===== src/shared/relay_ctrl_map.vh =====
// Function
// - Inactive mode holds relay off, alarm aside
// - Direct mode: on above, off below band
// - Inverted mode: off above, on below band
// - Inside window: on between inner borders
// - Outside window: on beyond outer borders
// - Window limits are max/min of thresholds
// - Signed thresholds, hysteresis symmetric about each
// - Serial mode follows serial commands only
// - Indicator LED lights while relay closed
// - Turn on after uninterrupted on-delay
// - Turn off after uninterrupted off-delay
// - Short border crossings restart delay count
// - Delay unit is seconds or minutes; code steps in 0.1 s or 6 s units
// - Critical situation applies per-relay alarm reaction
// - Critical: range exceeded, or frame gap
// - Forced-on alarm overrides inactive mode
// - Basic colour, other colour on events
// - Relay and alarm colour event enables
// - Extra colour threshold, rising or falling
// - Key press acknowledges colour events when enabled
// - Peak needs rise-then-fall by minimum change
// - Peak hold time; zero special per mode
// - Per-relay current or peak value source
// - Frame timeout 0-99 s, zero disables
`ifndef RELAY_CTRL_MAP_VH
`define RELAY_CTRL_MAP_VH
// ----------------------------------------
// Register offsets (byte addresses)
// ----------------------------------------
`define OFF_CTRL 8'h00
`define OFF_TIME 8'h04
`define OFF_CTHR 8'h08
`define OFF_PMIN 8'h0c
`define OFF_STAT 8'h10
`define OFF_RELAY 3'b001
`define OFF_RCFG 2'b00
`define OFF_RTHR 2'b01
`define OFF_RDLY 2'b10
// ----------------------------------------
// Field positions
// ----------------------------------------
`define CTRL_RED 0
`define CTRL_CAL 1
`define CTRL_CPR 2
`define CTRL_DIR 3
`define CTRL_ACK 4
`define CTRL_DISPLAYED_VALUE_SELECT 5
`define CTRL_INV 6
`define RCFG_UNIT 5
`define RCFG_SRC 6
`define RCFG_CFOL 7
// ----------------------------------------
// Relay modes and alarm reactions
// ----------------------------------------
`define MODE_INACT 3'h0
`define MODE_DIRECT 3'h1
`define MODE_INVERT 3'h2
`define MODE_INSIDE 3'h3
`define MODE_OUTSIDE 3'h4
`define MODE_SERIAL 3'h5
`define REACT_KEEP 2'h0
`define REACT_ON 2'h1
`define REACT_OFF 2'h2
// ----------------------------------------
// Timing
// ----------------------------------------
`define CLK_NS 20
`define TICK_NS 100000000
`define TICKS_PER_SEC 4'h9
`define TICKS_PER_MIN_STEP 6'h3b
`define TMO_MAX 7'h7f
`endif


===== src/rtl/threshold_relay_controller.v =====
// Our own choices: the APB register port and the register addresses.
`include "relay_ctrl_map.vh"
module threshold_relay_controller #(
    parameter TICK_CYCLES = `TICK_NS / `CLK_NS // Cycles per 0.1 s
) (
    input wire clk, // 50 MHz clock
    input wire srst, // Sync reset, high
    input wire ce, // Clock enable
    input wire psel, // APB select
    input wire penable, // APB enable
    input wire pwrite, // APB direction
    input wire [7:0] paddr, // APB byte address
    input wire [31:0] pwdata, // APB write data
    output reg [31:0] prdata, // APB read data
    output wire pready, // APB ready
    output wire pslverr, // APB error
    input wire [15:0] measured_value, // Signed result
    input wire range_exceeded, // Measurement out of range
    input wire frame_received, // Serial frame pulse
    input wire serial_cmd_valid, // Relay command pulse
    input wire [1:0] serial_relay_cmd, // Relay command bits
    input wire key_press, // Any local key pulse
    input wire escape_key, // Escape key pulse
    output reg [1:0] relay_out, // Relay drive
    output wire [1:0] relay_led, // Relay indicator LEDs
    output reg colour_red, // Display red
    output reg colour_green, // Display green
    output reg [15:0] displayed_value // Value shown
);
    // ----------------------------------------
    // Local constants
    // ----------------------------------------
    // Full-width copy first, so the cut to the counter width is explicit
    localparam [31:0] TICK_LAST_FULL = TICK_CYCLES - 1;
    localparam [22:0] TICK_LAST = TICK_LAST_FULL[22:0];

    // ----------------------------------------
    // Registers
    // ----------------------------------------
    reg [7:0] ctrl;
    reg [15:0] time_cfg;
    reg [25:0] cthr;
    reg [15:0] pmin;
    reg [31:0] rcfg [0:1];
    reg [31:0] rthr [0:1];
    reg [25:0] rdly [0:1];
    reg [1:0] scmd;
    reg [22:0] tcnt;
    reg tick;
    reg [3:0] sub;
    reg [6:0] gap;
    reg frame_alarm;
    reg [15:0] track;
    reg [15:0] peak;
    reg hold_on;
    reg [7:0] htmr;
    reg pending;
    // Per-channel evaluated state, one driver per bit
    wire [1:0] state;
    reg alarm_q;
    reg extra_q;
    wire [1:0] next_relay;
    wire [1:0] crit;
    wire [15:0] held = hold_on ? peak : measured_value;
    // Address decode; the spare relay slot answers with an error
    wire acc = psel & penable;
    wire rsel = (paddr[7:5] == `OFF_RELAY);
    wire ri = paddr[4];
    wire mapped = rsel ? (paddr[3:2] != 2'b11) : (paddr <= `OFF_STAT);

    // Zero wait states; LED is a plain copy so it never lags the coil
    assign pready = 1'b1;
    assign pslverr = psel & penable & ~mapped;
    assign relay_led = relay_out;

    // ----------------------------------------
    // APB register file
    // ----------------------------------------
    // Writes take effect on the access cycle only
    always @(posedge clk) begin
        if (srst) begin
            ctrl <= 8'h00;
            time_cfg <= 16'h0000;
            cthr <= 26'h0000000;
            pmin <= 16'h0000;
            rcfg[0] <= 32'h00000000;
            rcfg[1] <= 32'h00000000;
            rthr[0] <= 32'h00000000;
            rthr[1] <= 32'h00000000;
            rdly[0] <= 26'h0000000;
            rdly[1] <= 26'h0000000;
        end else if (ce && acc && pwrite && mapped) begin
            if (rsel) begin
                case (paddr[3:2])
                    `OFF_RCFG: rcfg[ri] <= {6'h00, pwdata[25:16], 8'h00, pwdata[7:0]};
                    `OFF_RTHR: rthr[ri] <= pwdata;
                    `OFF_RDLY: rdly[ri] <= {pwdata[25:16], 6'h00, pwdata[9:0]};
                    default: ;
                endcase
            end else begin
                case (paddr)
                    `OFF_CTRL: ctrl <= {1'b0, pwdata[6:0]};
                    `OFF_TIME: time_cfg <= pwdata[15:0];
                    `OFF_CTHR: cthr <= {pwdata[25:16], pwdata[15:0]};
                    `OFF_PMIN: pmin <= pwdata[15:0];
                    default: ;
                endcase
            end
        end
    end

    // Read mux; status reflects live block state
    always @* begin
        prdata = 32'h00000000;
        if (rsel) begin
            case (paddr[3:2])
                `OFF_RCFG: prdata = rcfg[ri];
                `OFF_RTHR: prdata = rthr[ri];
                `OFF_RDLY: prdata = {6'h00, rdly[ri]};
                default: prdata = 32'h00000000;
            endcase
        end else begin
            case (paddr)
                `OFF_CTRL: prdata = {24'h000000, ctrl};
                `OFF_TIME: prdata = {16'h0000, time_cfg};
                `OFF_CTHR: prdata = {6'h00, cthr};
                `OFF_PMIN: prdata = {16'h0000, pmin};
                `OFF_STAT: prdata = {held, 8'h00, hold_on, frame_alarm, range_exceeded,
                                     pending, state, relay_out};
                default: prdata = 32'h00000000;
            endcase
        end
    end

    // ----------------------------------------
    // 0.1 s tick, second count, frame supervision
    // ----------------------------------------
    // One common tick keeps all delays aligned
    always @(posedge clk) begin
        if (srst) begin
            tcnt <= 23'h000000;
            tick <= 1'b0;
            sub <= 4'h0;
            gap <= 7'h00;
            frame_alarm <= 1'b0;
            scmd <= 2'b00;
        end else if (ce) begin
            tick <= (tcnt == TICK_LAST);
            tcnt <= (tcnt == TICK_LAST) ? 23'h000000 : tcnt + 23'h000001;
            if (serial_cmd_valid)
                scmd <= serial_relay_cmd;
            if (frame_received) begin
                sub <= 4'h0;
                gap <= 7'h00;
            end else if (tick) begin
                sub <= (sub == `TICKS_PER_SEC) ? 4'h0 : sub + 4'h1;
                if (sub == `TICKS_PER_SEC && gap != `TMO_MAX)
                    gap <= gap + 7'h01;
            end
            // Zero timeout switches supervision off
            frame_alarm <= (time_cfg[6:0] != 7'h00) && (gap > time_cfg[6:0]);
        end
    end

    // ----------------------------------------
    // Peak or drop detection and hold
    // ----------------------------------------
    // Swing is measured back from the tracked extreme
    wire inv = ctrl[`CTRL_INV];
    wire signed [16:0] mv = {measured_value[15], measured_value};
    wire signed [16:0] tv = {track[15], track};
    wire signed [16:0] swing = inv ? mv - tv : tv - mv;
    wire beyond = inv ? (mv < tv) : (mv > tv);
    wire found = swing >= $signed({1'b0, pmin});

    // Track follows the extreme; a big enough swing back registers it
    always @(posedge clk) begin
        if (srst) begin
            track <= 16'h0000;
            peak <= 16'h0000;
            hold_on <= 1'b0;
            htmr <= 8'h00;
        end else if (ce) begin
            if (beyond)
                track <= measured_value;
            else if (found) begin
                peak <= track;
                track <= measured_value;
                hold_on <= 1'b1;
                htmr <= 8'h00;
            end
            if (hold_on && !(found && !beyond)) begin
                if (time_cfg[15:8] == 8'h00) begin
                    // Zero: hold until escape, or no hold at all
                    if (!ctrl[`CTRL_DISPLAYED_VALUE_SELECT] || escape_key)
                        hold_on <= 1'b0;
                end else if (escape_key || htmr >= time_cfg[15:8])
                    hold_on <= 1'b0;
                else if (tick)
                    htmr <= htmr + 8'h01;
            end
        end
    end

    // ----------------------------------------
    // Relay channels
    // ----------------------------------------
    genvar g;
    generate
        for (g = 0; g < 2; g = g + 1) begin : ch
            // Per-relay configuration fields and window borders
            wire [2:0] mode = rcfg[g][2:0];
            wire [1:0] react = rcfg[g][4:3];
            wire [15:0] v = rcfg[g][`RCFG_SRC] ? held : measured_value;
            wire signed [17:0] x = {{2{v[15]}}, v};
            wire signed [17:0] h = {8'h00, rcfg[g][25:16]};
            wire signed [17:0] t1 = {{2{rthr[g][15]}}, rthr[g][15:0]};
            wire signed [17:0] t2 = {{2{rthr[g][31]}}, rthr[g][31:16]};
            wire signed [17:0] hi = (t1 > t2) ? t1 : t2;
            wire signed [17:0] lo = (t1 > t2) ? t2 : t1;
            wire in_on = (x > lo + h) && (x < hi - h);
            wire out_on = (x > hi + h) || (x < lo - h);
            // Condition flags and delay counters of this relay
            reg on_c;
            reg off_c;
            reg [9:0] dcnt;
            reg [5:0] pre;
            reg st;
            // Evaluated state is exported one bit per channel
            assign state[g] = st;
            wire serial = (mode == `MODE_SERIAL);
            wire thr_mode = (mode != `MODE_INACT) && !serial;
            // Frame gap matters only when serial drives the relay
            assign crit[g] = serial ? frame_alarm : range_exceeded;
            wire [9:0] dly = state[g] ? rdly[g][25:16] : rdly[g][9:0];
            wire want = state[g] ? off_c : on_c;
            wire step = tick && (!rcfg[g][`RCFG_UNIT] || pre == `TICKS_PER_MIN_STEP);
            wire freeze = crit[g] && (react == `REACT_KEEP);

            // Switching conditions per mode
            always @* begin
                on_c = 1'b0;
                off_c = 1'b0;
                case (mode)
                    `MODE_DIRECT: begin
                        on_c = x > t1 + h;
                        off_c = x < t1 - h;
                    end
                    `MODE_INVERT: begin
                        on_c = x < t1 - h;
                        off_c = x > t1 + h;
                    end
                    `MODE_INSIDE: begin
                        on_c = in_on;
                        off_c = (x < lo - h) || (x > hi + h);
                    end
                    `MODE_OUTSIDE: begin
                        on_c = out_on;
                        off_c = (x > lo + h) && (x < hi - h);
                    end
                    default: begin
                        on_c = 1'b0;
                        off_c = 1'b0;
                    end
                endcase
            end

            // Delay count restarts whenever the condition drops
            always @(posedge clk) begin
                if (srst) begin
                    st <= 1'b0;
                    dcnt <= 10'h000;
                    pre <= 6'h00;
                end else if (ce && !freeze) begin
                    if (serial) begin
                        st <= scmd[g];
                        dcnt <= 10'h000;
                    end else if (!thr_mode) begin
                        st <= 1'b0;
                        dcnt <= 10'h000;
                    end else if (!want) begin
                        dcnt <= 10'h000;
                        pre <= 6'h00;
                    end else if (dcnt >= dly) begin
                        st <= ~st;
                        dcnt <= 10'h000;
                        pre <= 6'h00;
                    end else if (tick) begin
                        pre <= step ? 6'h00 : pre + 6'h01;
                        if (step)
                            dcnt <= dcnt + 10'h001;
                    end
                end
            end

            // Alarm reaction overrides the evaluated state
            assign next_relay[g] = !crit[g] ? state[g] :
                                   (react == `REACT_ON) ? 1'b1 :
                                   (react == `REACT_OFF) ? 1'b0 : state[g];
        end
    endgenerate

    // ----------------------------------------
    // Outputs and display colour
    // ----------------------------------------
    // Extra colour threshold works on the live value only
    wire signed [17:0] cv = {{2{measured_value[15]}}, measured_value};
    wire signed [17:0] ct = {{2{cthr[15]}}, cthr[15:0]};
    wire signed [17:0] chy = {8'h00, cthr[25:16]};
    wire extra_live = ctrl[`CTRL_CPR] &&
                      (ctrl[`CTRL_DIR] ? (cv < ct + chy) : (cv > ct + chy));
    wire alarm_live = ctrl[`CTRL_CAL] && (range_exceeded || frame_alarm);
    // Colour events are edges, so a steady condition does not re-arm
    wire [1:0] fol = {rcfg[1][`RCFG_CFOL], rcfg[0][`RCFG_CFOL]};
    wire [1:0] rel_live = fol & next_relay;
    wire [1:0] rel_rise = rel_live & ~relay_out;
    wire event_now = (|rel_rise) || (alarm_live && !alarm_q) || (extra_live && !extra_q);
    wire live = (|rel_live) || alarm_live || extra_live;
    wire ack = ctrl[`CTRL_ACK] && key_press;
    // New events win over a simultaneous acknowledge
    wire next_pending = event_now ? 1'b1 :
                        ctrl[`CTRL_ACK] ? (ack ? 1'b0 : pending) : live;

    // Relay, colour and display outputs registered, so pins never glitch on decode changes
    always @(posedge clk) begin
        if (srst) begin
            relay_out <= 2'b00;
            pending <= 1'b0;
            alarm_q <= 1'b0;
            extra_q <= 1'b0;
            colour_red <= 1'b0;
            colour_green <= 1'b1;
            displayed_value <= 16'h0000;
        end else if (ce) begin
            relay_out <= next_relay;
            pending <= next_pending;
            alarm_q <= alarm_live;
            extra_q <= extra_live;
            colour_red <= ctrl[`CTRL_RED] ^ next_pending;
            colour_green <= ~(ctrl[`CTRL_RED] ^ next_pending);
            displayed_value <= ctrl[`CTRL_DISPLAYED_VALUE_SELECT] ? held : measured_value;
        end
    end
endmodule


===== config.mk =====
export PLATFORM = sky130hd
export DESIGN_NAME = threshold_relay_controller
export DESIGN_NICKNAME = d
export VERILOG_FILES = /design/src/rtl/threshold_relay_controller.v
export VERILOG_INCLUDE_DIRS = /design/src /design/src/shared
export SDC_FILE = /design/constraint.sdc
export NUM_CORES = 2
export LEC_CHECK = 0
export BUFFER_PORTS_ARGS = -buffer_cell sky130_fd_sc_hd__buf_2
export CAP_MARGIN = 30
export CORE_MARGIN = 2
export CORE_UTILIZATION = 35
export CTS_BUF_LIST = sky130_fd_sc_hd__clkbuf_8
export DETAILED_ROUTE_END_ITERATION = 6
export SLEW_MARGIN = 10
export SYNTH_ARGS = -nofsm -noshare
export SYNTH_HDL_FRONTEND = slang
export SYNTH_SLANG_ARGS = --single-unit

===== constraint.sdc =====
create_clock -name clk -period 12.2 [get_ports clk]
set_input_delay 1.83 -clock clk [delete_from_list [all_inputs] [get_ports clk]]
set_output_delay 1.83 -clock clk [all_outputs]
set_load 0.005 [all_outputs]

Yosys cells after proc, flatten, opt, wreduce, memory -nomap -nowiden
Memory sizes are Yosys's and may differ from the RTL's.
Index checks and enable logic that the tools add are counted.
Widths: inputs -> output; s select.
{"block": "totals", "reg_bits": 201, "ram_bits": 140, "input_bits": 69, "out_inout_bits": 56, "elab_cells": 312, "n_memories": 3}
{"block": "op_classes", "n_addsub": 23, "n_lt_le_gt_ge": 24, "n_eq_ne": 37, "mux": 109, "bitwise": 14, "n_reduce_logical": 75}
{"name": "rthr", "words": 2, "word_bits": 32, "rd": 3, "rd_clocked_by_memory_dff": 0, "write_ports": 2, "line": "threshold_relay_controller.v:45", "text": "reg [31:0] rthr [0:1];"}
{"name": "rdly", "words": 2, "word_bits": 20, "rd": 3, "rd_clocked_by_memory_dff": 0, "write_ports": 2, "line": "threshold_relay_controller.v:46", "text": "reg [25:0] rdly [0:1];"}
{"name": "rcfg", "words": 2, "word_bits": 18, "rd": 3, "rd_clocked_by_memory_dff": 0, "write_ports": 2, "line": "threshold_relay_controller.v:44", "text": "reg [31:0] rcfg [0:1];"}
{"op": "$pmux 32 s5", "count": 1}
{"op": "$mux 10", "count": 14}
{"op": "$mux 16", "count": 6}
{"op": "$pmux 32 s3", "count": 1}
{"op": "$mux 18", "count": 5}
{"op": "$add 18x11->18", "count": 4}
{"op": "$gt 16x18->1", "count": 4}
{"op": "$lt 16x18->1", "count": 4}
{"op": "$sub 18x11->18", "count": 4}
{"op": "$mux 32", "count": 2}
{"op": "$mux 1", "count": 53}
{"op": "$add 16x11->17", "count": 3}
{"op": "$gt 16x17->1", "count": 3}
{"op": "$lt 16x17->1", "count": 3}
{"op": "$gt 16x16->1", "count": 3}
{"op": "$mux 6", "count": 8}
{"op": "$mux 8", "count": 6}
{"op": "$sub 16x11->17", "count": 2}
{"op": "$sub 16x16->17", "count": 2}
{"op": "$reduce_or 32->1", "count": 1}
{"op": "$reduce_and 3->1", "count": 10}
{"op": "$add 23x1->23 const B", "count": 1}
{"op": "$eq 23x23->1 const B", "count": 1}
{"op": "$mux 23", "count": 1}
{"op": "49 further kinds", "count": 140}

Logic depth before layout (Yosys ltp)
An unclocked memory read counts as a cell.
{"block": "depth", "word_depth": 13, "ltp_mapped": 39, "ltp_nobuf": 35}

Worst setup path before layout
No wires, ideal clock.
{"block": "synth_timing", "path_kind": "register to register", "startpoint": "mem rthr[1][28]", "endpoint": "reg ch[1].dcnt[2]", "t_arrival_ns": 7.232, "required_ns": 12.130, "path_slack_ns": 4.898, "stages_incl_launch_ff": 37, "path_buffers": 6, "synth_period_minus_slack_ns": 7.302, "cell_sequence": "edfxtp_1 > clkbuf_1 > inv_1 > ha_1 > nand2_1 > nor2_1 > o211ai_1 > a21oi_1 > o31a_1 > buf_2 > clkbuf_1 > clkbuf_1 > buf_1 > nand2_1 > o21ai_0 > ha_1 > nor2b_1 > o21ai_0 > a21oi_1 > o21ai_0 > a21oi_1 > o21ai_0 > a21oi_1 > a2111oi_1 > a21oi_1 > mux2_2 > ha_1 > a2111oi_0 > o22ai_1 > a221oi_1 > nand4_1 > a21oi_1 > o32ai_1 > nor3b_2 > clkbuf_2 > o21ai_0 > a21oi_1"}
{"item": "start, declared", "line": "threshold_relay_controller.v:45"}
{"item": "end signal, assigned", "line": "threshold_relay_controller.v:291", "text": "dcnt <= dcnt + 10'h001;"}
{"item": "end, declared", "line": "threshold_relay_controller.v:226", "text": "reg [9:0] dcnt;"}

==> impl_metrics.yaml <==
outcome:
  status: "finished, final reports clean"
clock_tree:
  cts_hold_buf: 0
  clk_latency_ns: 0.72
  clockRootBuffer: "clkbuf_8"
  clock_path_buffers: 3
  path_clk_slew_ns: 0.07
  cts.sinks: 341
  cts_setup_buffers: 0
  h-tree-depth: 2
  cts_made_buffers: 59
  cts_tree: "yes"
  cts_resized: 0
synthesis:
  synthTopCellsByArea: "ha_1, edfxtp_1, dfxtp_1, mux2i_1, a21oi_1"
  ys_ff_latch: 341
  synth_area_mm2: 0.0333
  ys.flop_type: "dfxtp_1"
  yosys_warnings: 0
  synth_edf_count: 140
  synth_area_per_cell_um2: 8.21
  ys_types: 92
  async_flop_share: 0
  syn-num-nets: 4623
  yosysTopAreaCell: "ha_1"
  synthCells: 4061
  synth.top_cell.area_share: 0.179
  seq_area_frac_synth: 0.247
critical_path:
  start_kind: "register"
  critPathMaxStageDelay_ns: 0.63
  crit_top_cell: "a21oi_1"
  crit_cells: 33
  crit_buf_inv: 4
  cp.arrival_ns: 10.49
  critPathMaxFanout: 50
  rrSetupSlack_ns: 2.30
  cpLargestDelayFamily: "compound AO/OA/AOI/OAI gates"
  r2r-end: "ch[0].dcnt[8]"
  critPathCapture: "ch[0].dcnt[8]"
  critPathCaptureType: "register"
  worstReg2RegStart: "rthr[0][29]"
  crit_path_top_delay_cell: "edfxtp_1"
  crit_start: "rthr[0][29]"
  critPathRequiredTime_ns: 12.79
  crit_type: "register to register"
  r2r_cells: 33
sta:
  finalCritPeriodShare: 0.811
  hold_viol_final: 0
  fmax_ghz: 0.101
  fin_skew_ns: 0.0759
  maxSlewHeadroom: 0.347
  finalCriticalPeriod_ns: 9.90
  final_max_slew_viol_count: 0
  finalSetupTns_ns: 0
  rsz0062_at_grt: "false"
  max_slew.worst_pin.slew_ns: 0.980
  setup_violations: 0
pwr:
  ir_worst_vdd_uv: 92.7
  leakage_uw: 0.0153
  p_per_area_mw_per_mm2: 110
  power_uw: 4040
place:
  place_area_mm2: 0.0354
  dp_hpwl_um: 94200
  place_congestion: 0.968
  dp.cells: 5326
  portBuffers: 123
layout:
  nets: 4687
  multiInputGateArea_mm2: 0.0234
  fin_area_mm2: 0.0367
  seq_area_mm2: 0.00823
  instances_no_fill: 5439
  drive_above_1_share: 0.0892
  final_core_util: 0.388
  nFillCells: 9754
  syn_to_final_growth_pct: 10.2
drt:
  drtPass1Iterations: 6
  wl_per_cell_um: 22.1
  vias: 30696
  wirelength_um: 120000
  drc_errors: 0
  final_antenna_net_count: 0
  viasPerCell: 5.64
  drtIter0Drc: 2922
worst_hold_path:
  hold_class: "register to register"
grt:
  antenna_found_initial: 6
  overflow: 0
  grt_pass1_wl_um: 180000
  grt_util_all_layers: 0.238
  grt_pass1_vias: 28741
  grt_max_degree: 86
floorplan:
  dieArea_mm2: 0.0978
  start_util: 0.352
  fp.dieH_um: 313
  fp.dieW_um: 313
  rows: 113
  pin_count: 125
  coreArea_mm2: 0.0947
run:
  drv_cap: 0
==> flip-flops by register name (all words and copies together) (netlist names), 16 cells and up <==
signal           count
rthr                64
rdly                40
rcfg                36
cthr                26
tcnt                23
ch.dcnt             20
displayed_value     16
peak                16
pmin                16
time_cfg            16
track               16
==> logic make-up (layout without fill, tap and decap cells) <==
kind of cell | Yosys count | count (layout) | share of synthesized area
xor gates and xnor gates | 230 | 230 | 0.0604
DFF | 341 | 341 | 0.247
adders and majority gates | 493 | 493 | 0.188
and+or+nand+nor | 1366 | 1366 | 0.201
muxes | 212 | 212 | 0.0670
AOI/OAI and AO/OA | 959 | 959 | 0.183
buffers and inverters | 459 | 569 | 0.0532
other | 1 | 4 | 0.000112
==> Yosys cell counts, types with 79 or more instances <==
library cell  number
ha_1             478
nand2_1          386
nor2_1           311
a21oi_1          309
inv_1            268
o21ai_0          204
dfxtp_1          201
and2_1           166
mux2i_1          161
clkbuf_1         154
xnor2_1          151
edfxtp_1         140
nand3_1          110
nor3_1            81
xor2_1            79
==> worst min-delay path by stage <==
| stage | startpoint | to | cells after the start |
|---|---|---|---|
| 2_1_floorplan | time_cfg[7] | time_cfg[7] | 2 |
| 3_3_place_gp | time_cfg[5] | time_cfg[5] | 2 |
| 3_5_place_dp | time_cfg[6] | time_cfg[6] | 2 |
| 4_1_cts | time_cfg[6] | time_cfg[6] | 2 |
| 5_1_grt | time_cfg[6] | time_cfg[6] | 2 |
| 6_report | time_cfg[6] | time_cfg[6] | 2 |
==> area by class of cell <==
cell class,instances,share of cell area
diodes,3,0.000204
well taps,1265,0.0431
clock buffers,70,0.0262
multi-input cells,3261,0.637
clock inverters,37,0.00981
flip-flops and latches,341,0.224
inverters,272,0.0278
repair buffers,190,0.0323
==> cell usage in the layout, fill, tap and decap left out, types with 14 or more instances in the layout <==
master    instances
o21a_1           26
or3_1            15
mux2i_1         161
nor3_1           78
clkbuf_8         70
a21o_1           69
nor2_1          311
and2_1          166
edfxtp_1        140
xor2_1           79
o31ai_1          14
o22ai_1          26
o21ai_0         202
a21oi_1         309
buf_4            54
o21bai_1         29
fa_1             15
nand2b_1         51
nor2b_1          49
or2_2            16
ha_1            478
nand3_1         109
a31oi_1          30
mux2_2           46
xnor2_1         151
nor4_1           28
o211ai_1         29
nand2_1         386
a21boi_0         16
inv_1           283
nand4_1          69
a311oi_1         19
o221ai_1         25
dfxtp_1         201
buf_2           124
a211oi_1         37
and3_1           24
==> metal layers <==
layer / vias up / track usage / wire length (um)
met1: 14692 / 0.325 / 53900
li1: 14702 / - / -
met5: - / 0 / 34
met3: 214 / 0.0356 / 7930
met2: 1082 / 0.381 / 53800
met4: 6 / 0.0860 / 4600
==> tightest hold or removal path: stages (launching register included) <==
cell     delay [ns]
dfxtp_1        0.31
nand2_1        0.05
a21oi_1        0.05
==> power breakdown <==
part,switching (uW),internal (uW)
combinational,932,613
sequential,61.5,1220
clock,540,673
==> through the flow <==
stage / setup slack, ns / hold WS [ns]
floorplan: 4.90 / 0.436
global placement: 2.49 / 0.444
detailed placement: 2.61 / 0.452
CTS: 2.58 / 0.462
global route: 1.89 / 0.483
finish: 2.30 / 0.461
(Power assumes the default switching activity.)
